--- config.mk ---
export PLATFORM = sky130hd
export DESIGN_NAME = ifd_decoder
export DESIGN_NICKNAME = d
export VERILOG_FILES = /design/src/rtl/ifd_decoder.v /design/src/rtl/ifd_fields.v
export VERILOG_INCLUDE_DIRS = /design/src /design/src/inc
export SDC_FILE = /design/constraint.sdc
export NUM_CORES = 1
export LEC_CHECK = 0
export BUFFER_PORTS_ARGS = -buffer_cell sky130_fd_sc_hd__clkbuf_2
export CAP_MARGIN = 20
export CORE_ASPECT_RATIO = 0.9
export CORE_MARGIN = 8
export CORE_UTILIZATION = 58
export DETAILED_ROUTE_END_ITERATION = 16
export HOLD_SLACK_MARGIN = 0.06
export PLACE_DENSITY_LB_ADDON = 0.25
export SYNTH_ARGS = -nofsm -noshare
export SYNTH_HDL_FRONTEND = slang
export SYNTH_SLANG_ARGS = --single-unit
export TNS_END_PERCENT = 30
--- constraint.sdc ---
create_clock -name hclk -period 7.07 [get_ports hclk]
set_clock_uncertainty 0.05 [all_clocks]
set_input_delay 0.707 -clock hclk [delete_from_list [all_inputs] [get_ports hclk]]
set_output_delay 0.707 -clock hclk [all_outputs]
set_load 0.01 [all_outputs]
--- src/inc/ifd_map.vh ---
// Purpose: constants of the instruction field decoder
// Assumes: included by the rtl files by bare name
// Notes:   register offsets are byte addresses on the bus
`ifndef IFD_MAP_VH
`define IFD_MAP_VH
// register byte offsets (haddr[7:0])
`define IFD_OFF_CTRL  8'h00
`define IFD_OFF_BANK  8'h04
`define IFD_OFF_TPTR  8'h08
`define IFD_OFF_TLAT  8'h0c
`define IFD_OFF_FLAGS 8'h10
`define IFD_OFF_STAT  8'h14
`define IFD_OFF_PAIR  8'h18
// reset values
`define IFD_RST_CTRL  1'h0
`define IFD_RST_BANK  4'h0
`define IFD_RST_TPTR  21'h000000
`define IFD_RST_TLAT  8'h00
`define IFD_RST_FLAGS 5'h00
// field positions
`define IFD_CTRL_EN   0
`define IFD_FLG_C     0
`define IFD_FLG_DIG   1
`define IFD_FLG_Z     2
`define IFD_FLG_OVF   3
`define IFD_FLG_N     4
// decoded classes
`define IFD_CLS_NOP   4'h0
`define IFD_CLS_BYTE  4'h1
`define IFD_CLS_BIT   4'h2
`define IFD_CLS_LIT   4'h3
`define IFD_CLS_F2F   4'h4
`define IFD_CLS_JUMP  4'h5
`define IFD_CLS_CALL  4'h6
`define IFD_CLS_BRL   4'h7
`define IFD_CLS_BCND  4'h8
`define IFD_CLS_TBL   4'h9
`define IFD_CLS_RET   4'ha
`define IFD_CLS_LPTR  4'hb
`define IFD_CLS_IDX   4'hc
`define IFD_CLS_OTHER 4'hd
// table pointer modes
`define IFD_TM_NONE   2'h0
`define IFD_TM_POSTI  2'h1
`define IFD_TM_POSTD  2'h2
`define IFD_TM_PREI   2'h3
// second-word marker, access bank split, timing
`define IFD_SECOND    4'hf
`define IFD_ACC_SPLIT 8'h80
`define IFD_ACC_HIGH  4'hf
`define IFD_OSC_PER_CYC 3'h4
`define IFD_Q_LAST    2'h3
`endif

--- src/rtl/ifd_decoder.v ---
// Purpose: instruction field decoder with AHB-Lite register slave
// Assumes: hclk is the oscillator; four of its periods make one
//          instruction cycle; fetched words arrive on fetch_word
// Notes:   all outputs but hresp, which is tied low, come from flip-flops
`timescale 1ns/1ns
`include "ifd_map.vh"
module ifd_decoder #(
  parameter BANK_W = 4
) (
  input  wire        hclk,
  input  wire        hresetn,
  input  wire        hsel,
  input  wire [31:0] haddr,
  input  wire [1:0]  htrans,
  input  wire        hwrite,
  input  wire [2:0]  hsize,
  input  wire [31:0] hwdata,
  input  wire        hready,
  output wire        hreadyout,
  output wire [31:0] hrdata,
  output wire        hresp,
  input  wire [15:0] fetch_word,
  input  wire        fetch_valid,
  output wire        fetch_taken,
  input  wire [7:0]  table_mem_rdata,
  input  wire        table_mem_rvalid,
  output wire [20:0] table_mem_addr,
  output wire        table_mem_rd,
  output wire        table_mem_wr,
  output wire [7:0]  table_mem_wdata,
  input  wire [4:0]  alu_flags,
  input  wire        alu_flags_valid,
  output wire        dec_valid,
  output wire [3:0]  dec_class,
  output wire        dec_to_accum,
  output wire        dec_to_file,
  output wire [11:0] dec_dmem_addr,
  output wire [7:0]  dec_bit_sel,
  output wire [7:0]  dec_literal,
  output wire [11:0] dec_src_addr,
  output wire [11:0] dec_dst_addr,
  output wire [19:0] dec_target,
  output wire [20:0] dec_offset,
  output wire        dec_fast,
  output wire [2:0]  dec_cond,
  output wire [1:0]  dec_ptr_sel,
  output wire [4:0]  dec_flag_mask,
  output wire [1:0]  dec_cycles,
  output wire [4:0]  status_flags
);
  // bus slave state
  reg              hreadyout_reg;
  reg [31:0]       hrdata_reg;
  reg              wr_pend_reg;
  reg              rd_pend_reg;
  reg [7:0]        addr_reg;
  reg [31:0]       rdata_next;
  // software visible state
  reg              ctrl_en_reg;
  reg [BANK_W-1:0] bank_reg;
  reg [20:0]       tptr_reg;
  reg [7:0]        tlat_reg;
  reg [4:0]        flags_reg;
  // sequencing state
  reg [1:0]        q_reg;
  reg              pend_reg;
  reg [15:0]       first_reg;
  reg              fetch_taken_reg;
  reg [20:0]       tm_addr_reg;
  reg              tm_rd_reg;
  reg              tm_wr_reg;
  // decoded outputs
  reg              dv_reg;
  reg [3:0]        cls_reg;
  reg              acc_reg;
  reg              file_reg;
  reg [11:0]       dmem_reg;
  reg [7:0]        bsel_reg;
  reg [7:0]        lit_reg;
  reg [11:0]       src_reg;
  reg [11:0]       dst_reg;
  reg [19:0]       tgt_reg;
  reg [20:0]       off_reg;
  reg              fast_reg;
  reg [2:0]        cond_reg;
  reg [1:0]        psel_reg;
  reg [4:0]        mask_reg;
  reg [1:0]        cyc_reg;
  // next values of the decoded outputs
  reg              out_next;
  reg              pend_next;
  reg [3:0]        cls_next;
  reg [11:0]       src_next;
  reg [11:0]       dst_next;
  reg [19:0]       tgt_next;
  reg [11:0]       dmem_next;
  reg [20:0]       tptr_next;
  reg [20:0]       tm_addr_next;

  wire        ap_take;
  wire        take;
  wire        pair_ok;
  wire [3:0]  c_cls;
  wire        c_two;
  wire [1:0]  c_cyc;
  wire [4:0]  c_mask;
  wire        c_fast;
  wire [20:0] c_off;
  wire        c_d;
  wire        c_a;
  wire [2:0]  c_bit;
  wire [1:0]  c_tm;
  wire        c_tw;
  wire [2:0]  c_cond;
  wire [1:0]  c_psel;
  wire [3:0]  f_cls;
  wire        f_fast;

  // current fetched word
  ifd_fields u_cur (
    .word       (fetch_word),
    .cls        (c_cls),
    .two_word   (c_two),
    .cycles     (c_cyc),
    .flag_mask  (c_mask),
    .fast       (c_fast),
    .offset     (c_off),
    .dest_bit   (c_d),
    .access_bit (c_a),
    .bit_num    (c_bit),
    .tmode      (c_tm),
    .twrite     (c_tw),
    .cond       (c_cond),
    .ptr_sel    (c_psel)
  );

  // held first word of a two-word instruction
  ifd_fields u_first (
    .word       (first_reg),
    .cls        (f_cls),
    .two_word   (),
    .cycles     (),
    .flag_mask  (),
    .fast       (f_fast),
    .offset     (),
    .dest_bit   (),
    .access_bit (),
    .bit_num    (),
    .tmode      (),
    .twrite     (),
    .cond       (),
    .ptr_sel    ()
  );

  // a word is taken only at the last quarter of an instruction cycle
  assign take    = (q_reg == `IFD_Q_LAST) & fetch_valid & ctrl_en_reg;
  assign pair_ok = pend_reg & (fetch_word[15:12] == `IFD_SECOND);
  assign ap_take = hsel & htrans[1] & hready;

  // combine current word, or the held pair, into next decoded values
  always @* begin
    out_next  = 1'b0;
    pend_next = pend_reg;
    cls_next  = c_cls;
    src_next  = 12'h000;
    dst_next  = 12'h000;
    tgt_next  = 20'h00000;
    if (take) begin
      if (pair_ok) begin
        out_next  = 1'b1;
        pend_next = 1'b0;
        cls_next  = f_cls;
        case (f_cls)
          `IFD_CLS_F2F: begin
            src_next = first_reg[11:0];
            dst_next = fetch_word[11:0];
          end
          `IFD_CLS_JUMP, `IFD_CLS_CALL:
            tgt_next = {fetch_word[11:0], first_reg[7:0]};
          `IFD_CLS_LPTR:
            tgt_next = {8'h00, first_reg[3:0], fetch_word[7:0]};
          `IFD_CLS_IDX: begin
            src_next = {5'h00, first_reg[6:0]};
            if (first_reg[7])
              dst_next = {5'h00, fetch_word[6:0]};
            else
              dst_next = fetch_word[11:0];
          end
          default: src_next = 12'h000;
        endcase
      end else begin
        // an unpaired first word is dropped; a lone 1111 word is a no-op
        pend_next = c_two;
        out_next  = ~c_two;
      end
    end
  end

  // data memory address: access bank or bank register above the file byte
  always @* begin
    if (c_a)
      dmem_next = {bank_reg, fetch_word[7:0]};
    else if (fetch_word[7:0] < `IFD_ACC_SPLIT)
      dmem_next = {4'h0, fetch_word[7:0]};
    else
      dmem_next = {`IFD_ACC_HIGH, fetch_word[7:0]};
  end

  // table pointer behaviour per mode; pre-increment addresses the new value
  always @* begin
    case (c_tm)
      `IFD_TM_POSTI: tptr_next = tptr_reg + 21'h000001;
      `IFD_TM_POSTD: tptr_next = tptr_reg - 21'h000001;
      `IFD_TM_PREI:  tptr_next = tptr_reg + 21'h000001;
      default:       tptr_next = tptr_reg;
    endcase
    tm_addr_next = (c_tm == `IFD_TM_PREI) ? tptr_next : tptr_reg;
  end

  // register read mux; unmapped offsets read as zero
  always @* begin
    case (addr_reg)
      `IFD_OFF_CTRL:  rdata_next = {31'h0, ctrl_en_reg};
      `IFD_OFF_BANK:  rdata_next = {{(32-BANK_W){1'b0}}, bank_reg};
      `IFD_OFF_TPTR:  rdata_next = {11'h000, tptr_reg};
      `IFD_OFF_TLAT:  rdata_next = {24'h000000, tlat_reg};
      `IFD_OFF_FLAGS: rdata_next = {27'h0, flags_reg};
      `IFD_OFF_STAT:  rdata_next = {24'h0, cls_reg, q_reg, 1'b0, pend_reg};
      `IFD_OFF_PAIR:  rdata_next = {first_reg, 16'h0000};
      default:        rdata_next = 32'h00000000;
    endcase
  end

  // bus slave: writes take no wait, reads take one wait state so they
  // always see a write made in the transfer just before
  always @(posedge hclk or negedge hresetn) begin
    if (!hresetn) begin
      hreadyout_reg <= 1'b1;
      hrdata_reg    <= 32'h00000000;
      wr_pend_reg   <= 1'b0;
      rd_pend_reg   <= 1'b0;
      addr_reg      <= 8'h00;
    end else if (rd_pend_reg) begin
      hrdata_reg    <= rdata_next;
      hreadyout_reg <= 1'b1;
      rd_pend_reg   <= 1'b0;
      wr_pend_reg   <= 1'b0;
    end else begin
      wr_pend_reg   <= ap_take & hwrite;
      rd_pend_reg   <= ap_take & ~hwrite;
      hreadyout_reg <= ~(ap_take & ~hwrite);
      if (ap_take)
        addr_reg <= haddr[7:0];
    end
  end

  // software registers; hardware updates land after bus writes and win
  always @(posedge hclk or negedge hresetn) begin
    if (!hresetn) begin
      ctrl_en_reg <= `IFD_RST_CTRL;
      bank_reg    <= `IFD_RST_BANK;
      tptr_reg    <= `IFD_RST_TPTR;
      tlat_reg    <= `IFD_RST_TLAT;
      flags_reg   <= `IFD_RST_FLAGS;
    end else begin
      if (wr_pend_reg) begin
        case (addr_reg)
          `IFD_OFF_CTRL:  ctrl_en_reg <= hwdata[`IFD_CTRL_EN];
          `IFD_OFF_BANK:  bank_reg    <= hwdata[BANK_W-1:0];
          `IFD_OFF_TPTR:  tptr_reg    <= hwdata[20:0];
          `IFD_OFF_TLAT:  tlat_reg    <= hwdata[7:0];
          `IFD_OFF_FLAGS: flags_reg   <= hwdata[4:0];
          default:        ctrl_en_reg <= ctrl_en_reg;
        endcase
      end
      if (take & (c_cls == `IFD_CLS_TBL))
        tptr_reg <= tptr_next;
      if (table_mem_rvalid)
        tlat_reg <= table_mem_rdata;
      // only the flags the last decoded instruction touches may change
      if (alu_flags_valid)
        flags_reg <= (flags_reg & ~mask_reg) | (alu_flags & mask_reg);
    end
  end

  // quarter counter and two-word pairing
  always @(posedge hclk or negedge hresetn) begin
    if (!hresetn) begin
      q_reg           <= 2'h0;
      pend_reg        <= 1'b0;
      first_reg       <= 16'h0000;
      fetch_taken_reg <= 1'b0;
    end else begin
      q_reg           <= q_reg + 2'h1;
      fetch_taken_reg <= take;
      pend_reg        <= pend_next;
      if (take & ~pair_ok)
        first_reg <= fetch_word;
    end
  end

  // table memory strobes, one-cycle pulses
  always @(posedge hclk or negedge hresetn) begin
    if (!hresetn) begin
      tm_addr_reg <= 21'h000000;
      tm_rd_reg   <= 1'b0;
      tm_wr_reg   <= 1'b0;
    end else begin
      tm_rd_reg <= 1'b0;
      tm_wr_reg <= 1'b0;
      if (take & (c_cls == `IFD_CLS_TBL)) begin
        tm_addr_reg <= tm_addr_next;
        tm_rd_reg   <= ~c_tw;
        tm_wr_reg   <= c_tw;
      end
    end
  end

  // decoded fields, held until the next instruction completes
  always @(posedge hclk or negedge hresetn) begin
    if (!hresetn) begin
      dv_reg   <= 1'b0;
      cls_reg  <= `IFD_CLS_NOP;
      acc_reg  <= 1'b0;
      file_reg <= 1'b0;
      dmem_reg <= 12'h000;
      bsel_reg <= 8'h00;
      lit_reg  <= 8'h00;
      src_reg  <= 12'h000;
      dst_reg  <= 12'h000;
      tgt_reg  <= 20'h00000;
      off_reg  <= 21'h000000;
      fast_reg <= 1'b0;
      cond_reg <= 3'h0;
      psel_reg <= 2'h0;
      mask_reg <= 5'h00;
      cyc_reg  <= 2'h0;
    end else begin
      dv_reg <= out_next;
      if (out_next) begin
        cls_reg  <= cls_next;
        src_reg  <= src_next;
        dst_reg  <= dst_next;
        tgt_reg  <= tgt_next;
        psel_reg <= pair_ok ? first_reg[5:4] : c_psel;
        if (pair_ok) begin
          fast_reg <= f_fast;
          cyc_reg  <= 2'h2;
          mask_reg <= 5'h00;
          acc_reg  <= 1'b0;
          file_reg <= 1'b0;
        end else begin
          fast_reg <= c_fast;
          cyc_reg  <= c_cyc;
          mask_reg <= c_mask;
          acc_reg  <= (c_cls == `IFD_CLS_BYTE) & ~c_d;
          file_reg <= (c_cls == `IFD_CLS_BYTE) & c_d;
          dmem_reg <= dmem_next;
          bsel_reg <= 8'h01 << c_bit;
          lit_reg  <= fetch_word[7:0];
          off_reg  <= c_off;
          cond_reg <= c_cond;
        end
      end
    end
  end

  assign hreadyout       = hreadyout_reg;
  assign hrdata          = hrdata_reg;
  assign hresp           = 1'b0;
  assign fetch_taken     = fetch_taken_reg;
  assign table_mem_addr  = tm_addr_reg;
  assign table_mem_rd    = tm_rd_reg;
  assign table_mem_wr    = tm_wr_reg;
  assign table_mem_wdata = tlat_reg;
  assign dec_valid       = dv_reg;
  assign dec_class       = cls_reg;
  assign dec_to_accum    = acc_reg;
  assign dec_to_file     = file_reg;
  assign dec_dmem_addr   = dmem_reg;
  assign dec_bit_sel     = bsel_reg;
  assign dec_literal     = lit_reg;
  assign dec_src_addr    = src_reg;
  assign dec_dst_addr    = dst_reg;
  assign dec_target      = tgt_reg;
  assign dec_offset      = off_reg;
  assign dec_fast        = fast_reg;
  assign dec_cond        = cond_reg;
  assign dec_ptr_sel     = psel_reg;
  assign dec_flag_mask   = mask_reg;
  assign dec_cycles      = cyc_reg;
  assign status_flags    = flags_reg;
endmodule // ifd_decoder

--- src/rtl/ifd_fields.v ---
// Purpose: split one 16-bit word into class and operand fields
// Assumes: purely combinational, word is stable
// Notes:   only defined bits steer the decode
`timescale 1ns/1ns
`include "ifd_map.vh"
module ifd_fields (
  input  wire [15:0] word,
  output reg  [3:0]  cls,
  output reg         two_word,
  output reg  [1:0]  cycles,
  output reg  [4:0]  flag_mask,
  output reg         fast,
  output reg  [20:0] offset,
  output wire        dest_bit,
  output wire        access_bit,
  output wire [2:0]  bit_num,
  output wire [1:0]  tmode,
  output wire        twrite,
  output wire [2:0]  cond,
  output wire [1:0]  ptr_sel
);
  assign dest_bit   = word[9];
  assign access_bit = word[8];
  assign bit_num    = word[11:9];
  assign tmode      = word[1:0];
  assign twrite     = word[2];
  assign cond       = word[10:8];
  assign ptr_sel    = word[5:4];
  // class decode; x bits never appear in a match term
  always @* begin
    cls       = `IFD_CLS_OTHER;
    two_word  = 1'b0;
    cycles    = 2'h1;
    flag_mask = 5'h00;
    fast      = 1'b0;
    offset    = 21'h000000;
    casez (word[15:8])
      8'b0000_0000: begin
        if (word[7:3] == 5'b00001) begin
          cls    = `IFD_CLS_TBL;
          cycles = 2'h2;
        end else if (word[7:1] == 7'b0001000 || word[7:1] == 7'b0001001) begin
          cls    = `IFD_CLS_RET;
          fast   = word[0];
          cycles = 2'h2;
        end else if (word[7:0] == 8'h00) begin
          cls = `IFD_CLS_NOP;
        end
      end
      8'b0000_0001, 8'b0000_1???: cls = `IFD_CLS_LIT;
      8'b0111_????, 8'b10??_????: cls = `IFD_CLS_BIT;
      8'b0000_001?, 8'b0000_01??, 8'b0001_????, 8'b001?_????, 8'b010?_????,
      8'b0110_????: cls = `IFD_CLS_BYTE;
      8'b1100_????: begin
        cls      = `IFD_CLS_F2F;
        two_word = 1'b1;
        cycles   = 2'h2;
      end
      8'b1101_????: begin
        cls    = `IFD_CLS_BRL;
        cycles = 2'h2;
        offset = {{10{word[10]}}, word[10:0]};
      end
      8'b1110_0???: begin
        cls    = `IFD_CLS_BCND;
        offset = {{13{word[7]}}, word[7:0]};
      end
      8'b1110_110?: begin
        cls      = `IFD_CLS_CALL;
        fast     = word[8];
        two_word = 1'b1;
        cycles   = 2'h2;
      end
      8'b1110_1111: begin
        cls      = `IFD_CLS_JUMP;
        two_word = 1'b1;
        cycles   = 2'h2;
      end
      8'b1110_1110: begin
        if (word[7:6] == 2'h0) begin
          cls      = `IFD_CLS_LPTR;
          two_word = 1'b1;
          cycles   = 2'h2;
        end
      end
      8'b1110_1011: begin
        cls      = `IFD_CLS_IDX;
        two_word = 1'b1;
        cycles   = 2'h2;
      end
      8'b1111_????: cls = `IFD_CLS_NOP;
      default: cls = `IFD_CLS_OTHER;
    endcase
    // flags each byte operation touches
    if (cls == `IFD_CLS_BYTE) begin
      case (word[15:10])
        6'b001001, 6'b001000, 6'b010101, 6'b010111, 6'b010110, 6'b001010,
        6'b000001: flag_mask = 5'h1f;
        6'b001101, 6'b001100: flag_mask = 5'h15;
        6'b000101, 6'b000111, 6'b000100, 6'b010100, 6'b010001, 6'b010000,
        6'b000110: flag_mask = 5'h14;
        6'b011010: flag_mask = (word[9] == 1'b1) ? 5'h04 : 5'h00;
        6'b011011: flag_mask = (word[9] == 1'b1) ? 5'h00 : 5'h1f;
        default: flag_mask = 5'h00;
      endcase
    end
  end
endmodule // ifd_fields

# Word-level counts from Yosys, hierarchy flattened
# Cells that the tools add are included.
[word_totals]
regBits = 238
in_bits = 106
out_inout_bits = 184
word_cells = 238
[op_classes]
addsub = 3
order_cmp = 1
eq_ne = 76
shift = 1
mux = 67
bitwise_logic = 22
n_reduce_logical = 35
[ops]
columns = ["cell", "count"]
rows = [
  ["$pmux 32 s7", 1],
  ["$pmux 4 s12", 2],
  ["$mux 12", 7],
  ["$mux 21", 4],
  ["$pmux 21 s2", 2],
  ["$eq 6x5->1 const B", 8],
  ["$eq 8x8->1 const B", 6],
  ["$pmux 12 s2", 2],
  ["$logic_not 8->1", 5],
  ["$mux 20", 2],
  ["$pmux 20 s2", 1],
  ["$eq 4x4->1 const B", 9],
  ["$mux 4", 8],
  ["$eq 6x4->1 const B", 5],
  ["$mux 5", 6],
  ["$eq 4x3->1 const B", 7],
  ["$eq 7x4->1 const B", 4],
  ["$pmux 5 s5", 1],
  ["$eq 6x3->1 const B", 4],
  ["$eq 8x5->1 const B", 3],
  ["$mux 8", 3],
  ["$add 21x1->21 const B", 1],
  ["$sub 21x1->21 const B", 1],
  ["$eq 5x1->1 const B", 4],
  ["other kinds (34)", 109],
]

# Logic depth before layout (Yosys ltp)
# Gate-level depths: netlist of the first run.
[logic_depth]
word_depth = 10
ltp_mapped = 11
ltp_nobuf = 10

# Modules after synthesis
# From an unflattened synthesis of the first run, not the netlist that was laid out.
[unflattened]
cells_unflattened = 1360
hier_area_um2 = 12604.6
[modules_own_cells]
columns = ["mod", "n_inst", "cells_each", "area_each_um2", "seq_area_each_um2"]
rows = [
  ["ifd_decoder", 1, 1088, 10760.3, 5756.8],
  ["ifd_fields (u_first)", 1, 137, 962.2, 0.0],
  ["ifd_fields (u_cur)", 1, 135, 882.1, 0.0],
]

# Worst setup path after synthesis of the first run
# No wires, ideal clock.
[synth_timing]
path_kind = "input-to-reg"
from = "in fetch_word[0]"
to = "reg tptr_reg[20]"
setup_time_ns = 0.082
arrival_time_ns = 3.188
t_required_ns = 6.938
setup_slack_ns = 3.750
cell_stages = 11
path_buffers = 1
cell_sequence = "clkbuf_1 -> inv_1 -> fa_1 -> a211oi_1 -> nor2_1 -> o211ai_1 -> a21oi_1 -> o31ai_1 -> a21oi_1 -> or2_2 -> a31oi_1"
[synth_via]
elab_chain_cells = 9
elab_cells_between_ends = 16
cone_classes = "eq/ne (4); mux (6); bitwise (1); reduce/logical (5)"
[synth_rtl]
columns = ["element", "line_no", "source"]
rows = [
  ["from (decl)", "ifd_decoder.v:22", "input wire [15:0] fetch_word,"],
  ["$logic_not 8->1", "ifd_fields.v:46", "end else if (word[7:0] == 8'h00) begin"],
  ["$mux 4", "ifd_fields.v:46", ""],
  ["$mux 4", "ifd_fields.v:42", "end else if (word[7:1] == 7'b0001000 || word[7:1] == 7'b0001001) begin"],
  ["$mux 4", "ifd_fields.v:39", "if (word[7:3] == 5'b00001) begin"],
  ["$pmux 4 s12", "ifd_fields.v:37", "casez (word[15:8])"],
  ["$eq 4x4->1 (no line)", "n/a", ""],
  ["$and 1x1->1", "ifd_decoder.v:276", "if (take & (c_cls == `IFD_CLS_TBL))"],
  ["$reduce_bool 2->1 (no line)", "n/a", ""],
  ["$reduce_and 2->1 (no line)", "n/a", ""],
  ["to (signal assigned)", "ifd_decoder.v:262", "tptr_reg <= `IFD_RST_TPTR;"],
  ["to (signal assigned)", "ifd_decoder.v:270", "`IFD_OFF_TPTR: tptr_reg <= hwdata[20:0];"],
  ["to (signal assigned)", "ifd_decoder.v:277", "tptr_reg <= tptr_next;"],
  ["to (decl)", "ifd_decoder.v:61", "reg [20:0] tptr_reg;"],
]
# Several ways; a longest one is shown, not always the timed one.
# A chain may end at the register's enable or synchronous reset.

# Worst setup path in the final report of the first run
[layout_timing]
from = "in fetch_word[9]"
to = "reg tptr_reg[2]"
[layout_via]
elab_chain_cells = 7
elab_cells_between_ends = 16
cone_classes = "eq/ne (7); mux (2); bitwise (1); reduce/logical (6)"
[layout_rtl]
columns = ["element", "line_no"]
rows = [
  ["$eq 7x1->1 or $eq 8x1->1 (tied branches)", "ifd_fields.v:37"],
  ["$reduce_or 6->1 or $reduce_or 2->1 (tied branches)", "ifd_fields.v:37"],
  ["$pmux 4 s12 (*)", "ifd_fields.v:37"],
  ["$eq 4x4->1 (no line) (*)", "n/a"],
  ["$and 1x1->1 (*)", "ifd_decoder.v:276"],
  ["$reduce_bool 2->1 (no line)", "n/a"],
  ["$reduce_and 2->1 (no line)", "n/a"],
]
# Mark *: on every way between the ends. The rest lies on a longest branch, timed or not.

==> tab_implementation.tex, run 1 <==
\begin{tabular}{lr}
\hline
Metric & Value \\
\hline
\multicolumn{2}{l}{\textbf{Place}} \\
Number of port buffers & 249 \\
Final weighted congestion in routability-driven placement & 0.928 \\
Area of placed instances & 12300 sq um \\
Post-detail-place hpwl & 23400 microns \\
\multicolumn{2}{l}{\textbf{CTS}} \\
Clk pin slew, worst setup/hold paths & 60 ps \\
CTS Hold Bufs & 0 \\
Clock tree root buffer cell & sky130\_fd\_sc\_hd\_\_clkbuf\_16 \\
CTS tree & yes \\
Resize count post-CTS & 0 \\
Buffer depth of the longest clock path & 3 \\
\# H-tree levels & 1 \\
Number of clock sinks & 219 \\
Worst-Skew Late Latency & 490 ps \\
Number of buffers added for setup after CTS & 0 \\
Inserted Clock Buffers & 23 \\
\multicolumn{2}{l}{\textbf{STA}} \\
Final-report setup violation count & 0 \\
Hold Violations, Final & 0 \\
Max transition margin & 0.276 \\
Min cycle time layout & 4060 ps \\
Actual slew at the worst max-slew pin & 1090 ps \\
Post-route setup TNS & 0 ps \\
Period Utilization, post-route & 0.575 \\
Upper clock frequency limit & 0.246 GHz \\
Unrepaired setup endpoints after global routing & no \\
Final Max Tran Viols & 0 \\
\multicolumn{2}{l}{\textbf{Worst setup path}} \\
Critical-path cell with the highest stage delay & sky130\_fd\_sc\_hd\_\_nand2\_1 \\
Cell breakdown of the critical path & clkbuf\_2 > nand3b\_1 > a31oi\_1 > nor4\_1 > o211a\_1 > nand3\_2 > nand2\_1 > nor2\_1 > a211oi\_1 \\
Slowest Stage Delay on Critical Path & 900 ps \\
Reg-to-reg critical path startpoint & addr\_reg[0] \\
Kind of start point of the critical path & primary input \\
Arrival time of the worst setup path & 4410 ps \\
Reg2reg path depth & 7 \\
Data required time of the worst path & 7410 ps \\
Setup Crit Path Kind & primary input to flip-flop \\
R2R Setup Slk & 3510 ps \\
Kind of end point of the critical path & flip-flop \\
Worst-path fanout max & 41 \\
R2r endpoint & tptr\_reg[15] \\
Total buffers and inverters traversed by the critical path & 1 \\
Worst path top cell family by delay & simple AND/OR/NAND/NOR gates \\
\multicolumn{2}{l}{\textbf{Route}} \\
DR vias/cell & 6.11 \\
Number of routed nets with antenna violations & 0 \\
Remaining routing DRC violations & 0 \\
Number of DRC markers after the initial detailed-route iteration & 982 \\
Via count & 9673 \\
Post-detailed-route wirelength per cell & 20.7 microns \\
WL final & 32800 microns \\
Length of the first detailed-routing pass in iterations & 5 \\
\multicolumn{2}{l}{\textbf{Global routing}} \\
Vias in the first global route & 9280 \\
Antenna violations before repair & 0 \\
Final global-route overflow total & 0 \\
Wire length of the first global-routing pass & 52300 microns \\
Pin count of the biggest net entering global routing & 97 \\
Global-route total usage across every layer & 0.270 \\
\multicolumn{2}{l}{\textbf{Power}} \\
Leak Pwr & 0.00635 uW \\
Power density over cell area & 246 nW/um\^{}2 \\
Post-route total power & 3220 uW \\
Peak ir drop on the vdd network & 0.150 mV \\
\multicolumn{2}{l}{\textbf{Synthesis}} \\
Post-synthesis sequential element count & 219 \\
Synth Cell Area & 11200 sq um \\
EDFF count, synth & 0 \\
Cell count after synthesis & 1131 \\
Fraction of synthesis flops using an asynchronous set or reset pin & 1.00 \\
Post-Synthesis Mean Instance Area & 9.87 sq um \\
Main synth FF type & sky130\_fd\_sc\_hd\_\_dfrtp\_1 \\
Net count after synthesis & 1258 \\
Synth warn & 0 \\
Register area share after synthesis & 0.491 \\
Number of distinct library cell variants in the gate-level netlist after synthesis & 83 \\
\multicolumn{2}{l}{\textbf{Hold path}} \\
Class of the tightest hold or removal check & primary input to async pin \\
\multicolumn{2}{l}{\textbf{Layout}} \\
Largest register FFs & 32 \\
Area growth from synthesis to final layout & 17.2\% \\
Fraction of final layout cells with drive strength greater than 1 & 0.262 \\
Commonest cells after routing, fill and taps aside & 248 x sky130\_fd\_sc\_hd\_\_clkbuf\_2, 218 x sky130\_fd\_sc\_hd\_\_dfrtp\_1, 118 x sky130\_fd\_sc\_hd\_\_nand2\_1 \\
Final \#Nets & 1448 \\
\# diodes & 0 \\
Leading cell type in the layout, fill and taps excluded & sky130\_fd\_sc\_hd\_\_clkbuf\_2 \\
Post-route standard cell area excluding fillers & 13100 sq um \\
\multicolumn{2}{l}{\textbf{Job}} \\
Number of max-cap violations & 0 \\
\multicolumn{2}{l}{\textbf{Floorplan}} \\
Effective utilization at floorplan & 0.586 \\
DIE HEIGHT & 148 microns \\
Total number of placement rows & 48 \\
Die width & 162 microns \\
Core footprint & 19000 sq um \\
Die Footprint & 24000 sq um \\
Count of pins on the block boundary & 290 \\
\multicolumn{2}{l}{\textbf{Status}} \\
Result of the run & completed \\
\hline
\end{tabular}
## worst reg2reg max path, cell delays in order (launching register included)
cell                      delay (ps)
sky130_fd_sc_hd__dfrtp_1         380
sky130_fd_sc_hd__or4_1           580
sky130_fd_sc_hd__nor3_1          280
sky130_fd_sc_hd__and3_1          930
sky130_fd_sc_hd__and2_1          310
sky130_fd_sc_hd__nand2_1         460
sky130_fd_sc_hd__o22ai_1         370
sky130_fd_sc_hd__a21oi_1          60
## metal layers
metal / part of all wire / vias to the layer above / track usage
met5: 0 / - / 0
met4: 0.036 / 0 / 0.0981
met3: 0.090 / 79 / 0.0601
met2: 0.45 / 463 / 0.397
met1: 0.43 / 4698 / 0.384
li1: - / 4433 / -
## synthesized netlist by cell type (12+ instances only)
library cell / n / area share
sky130_fd_sc_hd__a21o_1: 19 / 0.013
sky130_fd_sc_hd__a21oi_1: 42 / 0.019
sky130_fd_sc_hd__a22o_1: 31 / 0.024
sky130_fd_sc_hd__buf_1: 13 / 0.0044
sky130_fd_sc_hd__buf_2: 13 / 0.0058
sky130_fd_sc_hd__buf_4: 23 / 0.015
sky130_fd_sc_hd__clkbuf_1: 40 / 0.013
sky130_fd_sc_hd__dfrtp_1: 218 / 0.49
sky130_fd_sc_hd__ha_1: 20 / 0.022
sky130_fd_sc_hd__inv_1: 52 / 0.017
sky130_fd_sc_hd__mux2_2: 34 / 0.034
sky130_fd_sc_hd__mux2i_1: 29 / 0.026
sky130_fd_sc_hd__nand2_1: 120 / 0.040
sky130_fd_sc_hd__nand3_1: 36 / 0.016
sky130_fd_sc_hd__nor2_1: 77 / 0.026
sky130_fd_sc_hd__o21ai_0: 108 / 0.048
sky130_fd_sc_hd__o22ai_1: 31 / 0.017
sky130_fd_sc_hd__o31ai_1: 12 / 0.0081
## power breakdown
group	internal [uW]	switching, uW	total [uW]
clock network	729	470	1200
registers	1350	134	1490
logic	223	314	538
total	2300	919	3220
## kinds of logic after synthesis
kind of cell    Yosys count  synth area share
flops                   219             0.491
fa+ha+maj                21            0.0242
simple gates            319             0.143
xor+xnor                 19            0.0149
other cells               1          0.000336
buf+inv                 146            0.0610
mux                      64            0.0623
compound gates          342             0.204
## worst max path at each step
stage	startpoint	to	slack [ps]	depth (start not counted)
2_1_floorplan	fetch_word[0]	tptr_reg[20]	3750	11
6_report	fetch_word[9]	tptr_reg[2]	3010	9
3_3_place_gp	fetch_word[9]	tptr_reg[2]	2640	9
4_1_cts	fetch_word[9]	tptr_reg[2]	3080	9
3_5_place_dp	fetch_word[9]	tptr_reg[0]	2590	9
5_1_grt	fetch_word[9]	tptr_reg[2]	2640	9
## stage by stage
| step | hold slack (ps) | util | std cells | setup WS (ps) |
|---|---|---|---|---|
| finish | 168 | 0.687 | 1584 | 3010 |
| floorplan | 361 | - | 1131 | 3750 |
| global placement | 397 | 0.647 | 1545 | 2640 |
| CTS | 188 | 0.686 | 1583 | 3080 |
| global route | 224 | 0.687 | 1584 | 2640 |
| detailed placement | 407 | 0.647 | 1545 | 2590 |
## final cells by class
| cell class | instances | area, sq um |
|---|---|---|
| clock buffers | 34 | 677 |
| well taps | 250 | 313 |
| fillers | 1538 | 5950 |
| flip-flops and latches | 219 | 5480 |
| multi-input cells | 766 | 5010 |
| repair buffers | 258 | 1340 |
| clock inverters | 4 | 70.1 |
| inverters | 53 | 199 |
Note: power is estimated with default switching activity, not from simulation.
==> run 2, diff against run 1 <==
Settings changed: ABC_AREA set to 1, CORE_UTILIZATION 58 to 54.
Clock period 7.07 ns to 3.8 ns, I/O delays scaled along.
==> tab_implementation.tex, run 2 <==
\begin{tabular}{lr}
\hline
Metric & Value \\
\hline
\multicolumn{2}{l}{\textbf{Status}} \\
Result of the run & completed (unchanged) \\
\multicolumn{2}{l}{\textbf{Route}} \\
Post-detailed-route wirelength per cell & 18.7 microns (was 20.7 microns) \\
Via count & 11800 (was 9673) \\
Length of the first detailed-routing pass in iterations & 7 (was 5) \\
DR vias/cell & 5.64 (was 6.11) \\
Number of routed nets with antenna violations & 0 (unchanged) \\
Remaining routing DRC violations & 0 (unchanged) \\
WL final & 39100 microns (was 32800 microns) \\
Number of DRC markers after the initial detailed-route iteration & 1335 (was 982) \\
\multicolumn{2}{l}{\textbf{Synthesis}} \\
Register area share after synthesis & 0.458 (was 0.491) \\
Net count after synthesis & 1688 (was 1258) \\
Post-Synthesis Mean Instance Area & 7.67 sq um (was 9.87 sq um) \\
Area share of the leading cell type in the synthesized netlist & 0.456 (was 0.489) \\
Synth top area cells & sky130\_fd\_sc\_hd\_\_dfrtp\_1 46\%, sky130\_fd\_sc\_hd\_\_nand2\_1 16\%, sky130\_fd\_sc\_hd\_\_nand3\_1 6.4\%, sky130\_fd\_sc\_hd\_\_inv\_1 4.4\%, sky130\_fd\_sc\_hd\_\_o21ai\_0 3.7\% (was sky130\_fd\_sc\_hd\_\_dfrtp\_1 49\%, sky130\_fd\_sc\_hd\_\_o21ai\_0 4.8\%, sky130\_fd\_sc\_hd\_\_nand2\_1 4.0\%, sky130\_fd\_sc\_hd\_\_mux2\_2 3.4\%, sky130\_fd\_sc\_hd\_\_mux2i\_1 2.6\%) \\
Post-synthesis sequential element count & 219 (unchanged) \\
Dominant cell by count in the synthesized netlist & sky130\_fd\_sc\_hd\_\_nand2\_1 (was sky130\_fd\_sc\_hd\_\_dfrtp\_1) \\
Synth Cell Area & 12000 sq um (was 11200 sq um) \\
Cell accounting for the most synthesized area & sky130\_fd\_sc\_hd\_\_dfrtp\_1 (unchanged) \\
Number of distinct library cell variants in the gate-level netlist after synthesis & 54 (was 83) \\
Cell count after synthesis & 1561 (was 1131) \\
EDFF count, synth & 0 (unchanged) \\
Most used standard cells in the synthesized netlist & 497 x sky130\_fd\_sc\_hd\_\_nand2\_1, 218 x sky130\_fd\_sc\_hd\_\_dfrtp\_1, 152 x sky130\_fd\_sc\_hd\_\_nand3\_1, 139 x sky130\_fd\_sc\_hd\_\_inv\_1, 93 x sky130\_fd\_sc\_hd\_\_nor2\_1 (was 218 x sky130\_fd\_sc\_hd\_\_dfrtp\_1, 120 x sky130\_fd\_sc\_hd\_\_nand2\_1, 108 x sky130\_fd\_sc\_hd\_\_o21ai\_0, 77 x sky130\_fd\_sc\_hd\_\_nor2\_1, 52 x sky130\_fd\_sc\_hd\_\_inv\_1) \\
Fraction of synthesis flops using an asynchronous set or reset pin & 1.00 (unchanged) \\
Main synth FF type & sky130\_fd\_sc\_hd\_\_dfrtp\_1 (unchanged) \\
Synth warn & 0 (unchanged) \\
\multicolumn{2}{l}{\textbf{Floorplan}} \\
Die width & 173 microns (was 162 microns) \\
Count of pins on the block boundary & 290 (unchanged) \\
Effective utilization at floorplan & 0.552 (was 0.586) \\
Total number of placement rows & 51 (was 48) \\
Die Footprint & 27200 sq um (was 24000 sq um) \\
Core footprint & 21700 sq um (was 19000 sq um) \\
DIE HEIGHT & 157 microns (was 148 microns) \\
\multicolumn{2}{l}{\textbf{Worst setup path}} \\
Kind of end point of the critical path & flip-flop (unchanged) \\
R2r endpoint & dec\_bit\_sel[0] (was tptr\_reg[15]) \\
Setup Crit Path Kind & flip-flop to flip-flop (was primary input to flip-flop) \\
Worst-path fanout max & 40 (was 41) \\
Reg2reg path depth & 9 (was 7) \\
Kind of start point of the critical path & flip-flop (was primary input) \\
R2R Setup Slk & 920 ps (was 3510 ps) \\
Critical-path cell with the highest stage delay & sky130\_fd\_sc\_hd\_\_inv\_1 (was sky130\_fd\_sc\_hd\_\_nand2\_1) \\
Library cell appearing most often on the critical path & sky130\_fd\_sc\_hd\_\_buf\_4 \\
Arrival time of the worst setup path & 3250 ps (was 4410 ps) \\
Reg-to-reg critical path startpoint & q\_reg[0] (was addr\_reg[0]) \\
Slowest Stage Delay on Critical Path & 570 ps (was 900 ps) \\
Data required time of the worst path & 4160 ps (was 7410 ps) \\
Cell breakdown of the critical path & ha\_1 > nand3\_1 > buf\_4 > inv\_1 > nand2\_2 > nor2\_2 > buf\_4 > inv\_2 > o31ai\_1 (was clkbuf\_2 > nand3b\_1 > a31oi\_1 > nor4\_1 > o211a\_1 > nand3\_2 > nand2\_1 > nor2\_1 > a211oi\_1) \\
\multicolumn{2}{l}{\textbf{Power}} \\
Sw Share & 0.319 (was 0.285) \\
Peak ir drop on the vdd network & 0.356 mV (was 0.150 mV) \\
Switch Pwr & 2120 uW (was 919 uW) \\
Leak Pwr & 0.00770 uW (was 0.00635 uW) \\
Post-route total power & 6640 uW (was 3220 uW) \\
Power density over cell area & 466 nW/um\^{}2 (was 246 nW/um\^{}2) \\
Logic gate share of total power & 0.212 (was 0.167) \\
Clock network fraction of total power & 0.377 (was 0.372) \\
Power share of the sequential group & 0.411 (was 0.461) \\
Internal power consumption & 4520 uW (was 2300 uW) \\
\multicolumn{2}{l}{\textbf{STA}} \\
Post-route setup TNS & 0 ps (unchanged) \\
Final-report setup violation count & 0 (unchanged) \\
Period Utilization, post-route & 0.759 \\
Actual slew at the worst max-slew pin & 1010 ps (was 1090 ps) \\
Least setup slack across all paths after layout & 917 ps (was 3010 ps) \\
Unrepaired setup endpoints after global routing & no (unchanged) \\
Min cycle time layout & 2880 ps \\
Final Max Tran Viols & 0 (unchanged) \\
Hold Violations, Final & 0 (unchanged) \\
Upper clock frequency limit & 0.347 GHz \\
Max transition margin & 0.308 (was 0.276) \\
\multicolumn{2}{l}{\textbf{CTS}} \\
Number of buffers added for setup after CTS & 0 (unchanged) \\
CTS Hold Bufs & 10 (was 0) \\
Clk pin slew, worst setup/hold paths & 60 ps (about the same) \\
Worst-Skew Late Latency & 520 ps (was 490 ps) \\
CTS tree & yes (unchanged) \\
Number of clock sinks & 219 (unchanged) \\
Clock tree root buffer cell & sky130\_fd\_sc\_hd\_\_clkbuf\_16 (unchanged) \\
Inserted Clock Buffers & 25 (was 23) \\
Buffer depth of the longest clock path & 3 (unchanged) \\
Resize count post-CTS & 0 (unchanged) \\
\# H-tree levels & 1 (unchanged) \\
\multicolumn{2}{l}{\textbf{Layout}} \\
Largest register FFs & 32 (unchanged) \\
Leading cell type in the layout, fill and taps excluded & sky130\_fd\_sc\_hd\_\_nand2\_1 (was sky130\_fd\_sc\_hd\_\_clkbuf\_2) \\
Area growth from synthesis to final layout & 19.1\% (was 17.2\%) \\
Final \#Nets & 1912 (was 1448) \\
Fraction of final layout cells with drive strength greater than 1 & 0.199 (was 0.262) \\
Commonest cells after routing, fill and taps aside & 496 x sky130\_fd\_sc\_hd\_\_nand2\_1, 248 x sky130\_fd\_sc\_hd\_\_clkbuf\_2, 218 x sky130\_fd\_sc\_hd\_\_dfrtp\_1 (was 248 x sky130\_fd\_sc\_hd\_\_clkbuf\_2, 218 x sky130\_fd\_sc\_hd\_\_dfrtp\_1, 118 x sky130\_fd\_sc\_hd\_\_nand2\_1) \\
\multicolumn{2}{l}{\textbf{Global routing}} \\
Antenna violations before repair & 1 (was 0) \\
Vias in the first global route & 11500 (was 9280) \\
Pin count of the biggest net entering global routing & 74 (was 97) \\
Wire length of the first global-routing pass & 62900 microns (was 52300 microns) \\
Global-route total usage across every layer & 0.284 (was 0.270) \\
Final global-route overflow total & 0 (unchanged) \\
\multicolumn{2}{l}{\textbf{Place}} \\
Pre-CTS setup slack & 791 ps (was 2590 ps) \\
Final weighted congestion in routability-driven placement & 0.962 (was 0.928) \\
Number of port buffers & 249 (unchanged) \\
Post-detail-place hpwl & 29000 microns (was 23400 microns) \\
\multicolumn{2}{l}{\textbf{Job}} \\
Number of max-cap violations & 0 (unchanged) \\
\multicolumn{2}{l}{\textbf{Hold path}} \\
Min-Delay Path Depth & 3 \\
Worst Hold Launch & hwdata[11] \\
Sink of the worst hold path & tptr\_reg[11] \\
Class of the tightest hold or removal check & primary input to flip-flop (was primary input to async pin) \\
\hline
\end{tabular}
[run 2: cell count changes in the layout (fill, tap and decap cells not counted), sizes merged, moves of 13 or more]
| cell | change |
|---|---|
| nand2 | +386 |
| nand3 | +115 |
| inv | +108 |
| mux2 | -29 |
| mux2i | -29 |
| nor2 | +26 |
| a22o | -25 |
| o22ai | -19 |
| a21o | -18 |
| a32o | +18 |
| nand4 | +13 |
[run 2: through the flow]
step	util	hold WS, ps	cells	area, sq um
6_report	0.657	65.8	2094	14300
5_1_grt	0.657	73.0	2094	14300
4_1_cts	0.657	61.0	2092	14200
3_5_place_dp	0.613	335	2038	13300
3_3_place_gp	0.613	329	2038	13300
2_1_floorplan	-	34.4	1561	12000
[run 2: metal layers]
metal  track usage  wire length, microns  vias to the layer above
met4        0.0673                   878                        0
met1         0.399                 17200                     5549
met2         0.434                 17000                      584
met3        0.0718                  4010                       59
li1              -                     -                     5614
met5             0                     0                        -
[run 2: layout make-up]
| class | instances | area, sq um |
|---|---|---|
| fill | 1959 | 7440 |
| sequential | 219 | 5480 |
| multi-input combinational | 1105 | 5470 |
| timing repair buffer | 274 | 1480 |
| clock buffer | 29 | 681 |
| inverter | 160 | 603 |
| tap | 291 | 364 |
| clock inverter | 15 | 173 |
| antenna | 1 | 2.50 |
[run 2: how the worst max path moves through the flow]
stage / endpoint / slack, ps / startpoint / cells after the start
finish: dec_bit_sel[0] / 920 / q_reg[0] / 9
global route: dec_bit_sel[0] / 670 / q_reg[0] / 9
CTS: dec_bit_sel[0] / 940 / q_reg[0] / 9
detailed placement: tptr_reg[10] / 790 / fetch_word[0] / 15
global placement: tptr_reg[10] / 830 / fetch_word[0] / 15
floorplan: tptr_reg[10] / 1760 / fetch_word[0] / 11
[run 2: critical path: cells and delay by family, from the launching register on]
family                     cells  cell delay, ps
adders and majority gates      1             150
buffers and inverters          4            1350
AOI/OAI and AO/OA              1             330
and+or+nand+nor                3             500
DFF                            1             380
[run 2: logic make-up after synthesis]
family                   share of synthesized area
AO/OA/AOI/OAI                                0.135
XOR/XNOR                                   0.00512
adder cells (fa/ha/maj)                     0.0226
buffers and inverters                       0.0851
flip-flops                                   0.458
multiplexers                               0.00554
other                                     0.000313
AND/OR/NAND/NOR                              0.288
[run 2: power by group through the flow]
stage / Combinational, uW / Sequential, uW / Clock (uW)
floorplan: 857 / 2770 / 0
global placement: 1360 / 2760 / 0
detailed placement: 1380 / 2760 / 0
CTS: 1400 / 2730 / 2520
global route: 1590 / 2760 / 2620
finish: 1410 / 2730 / 2500
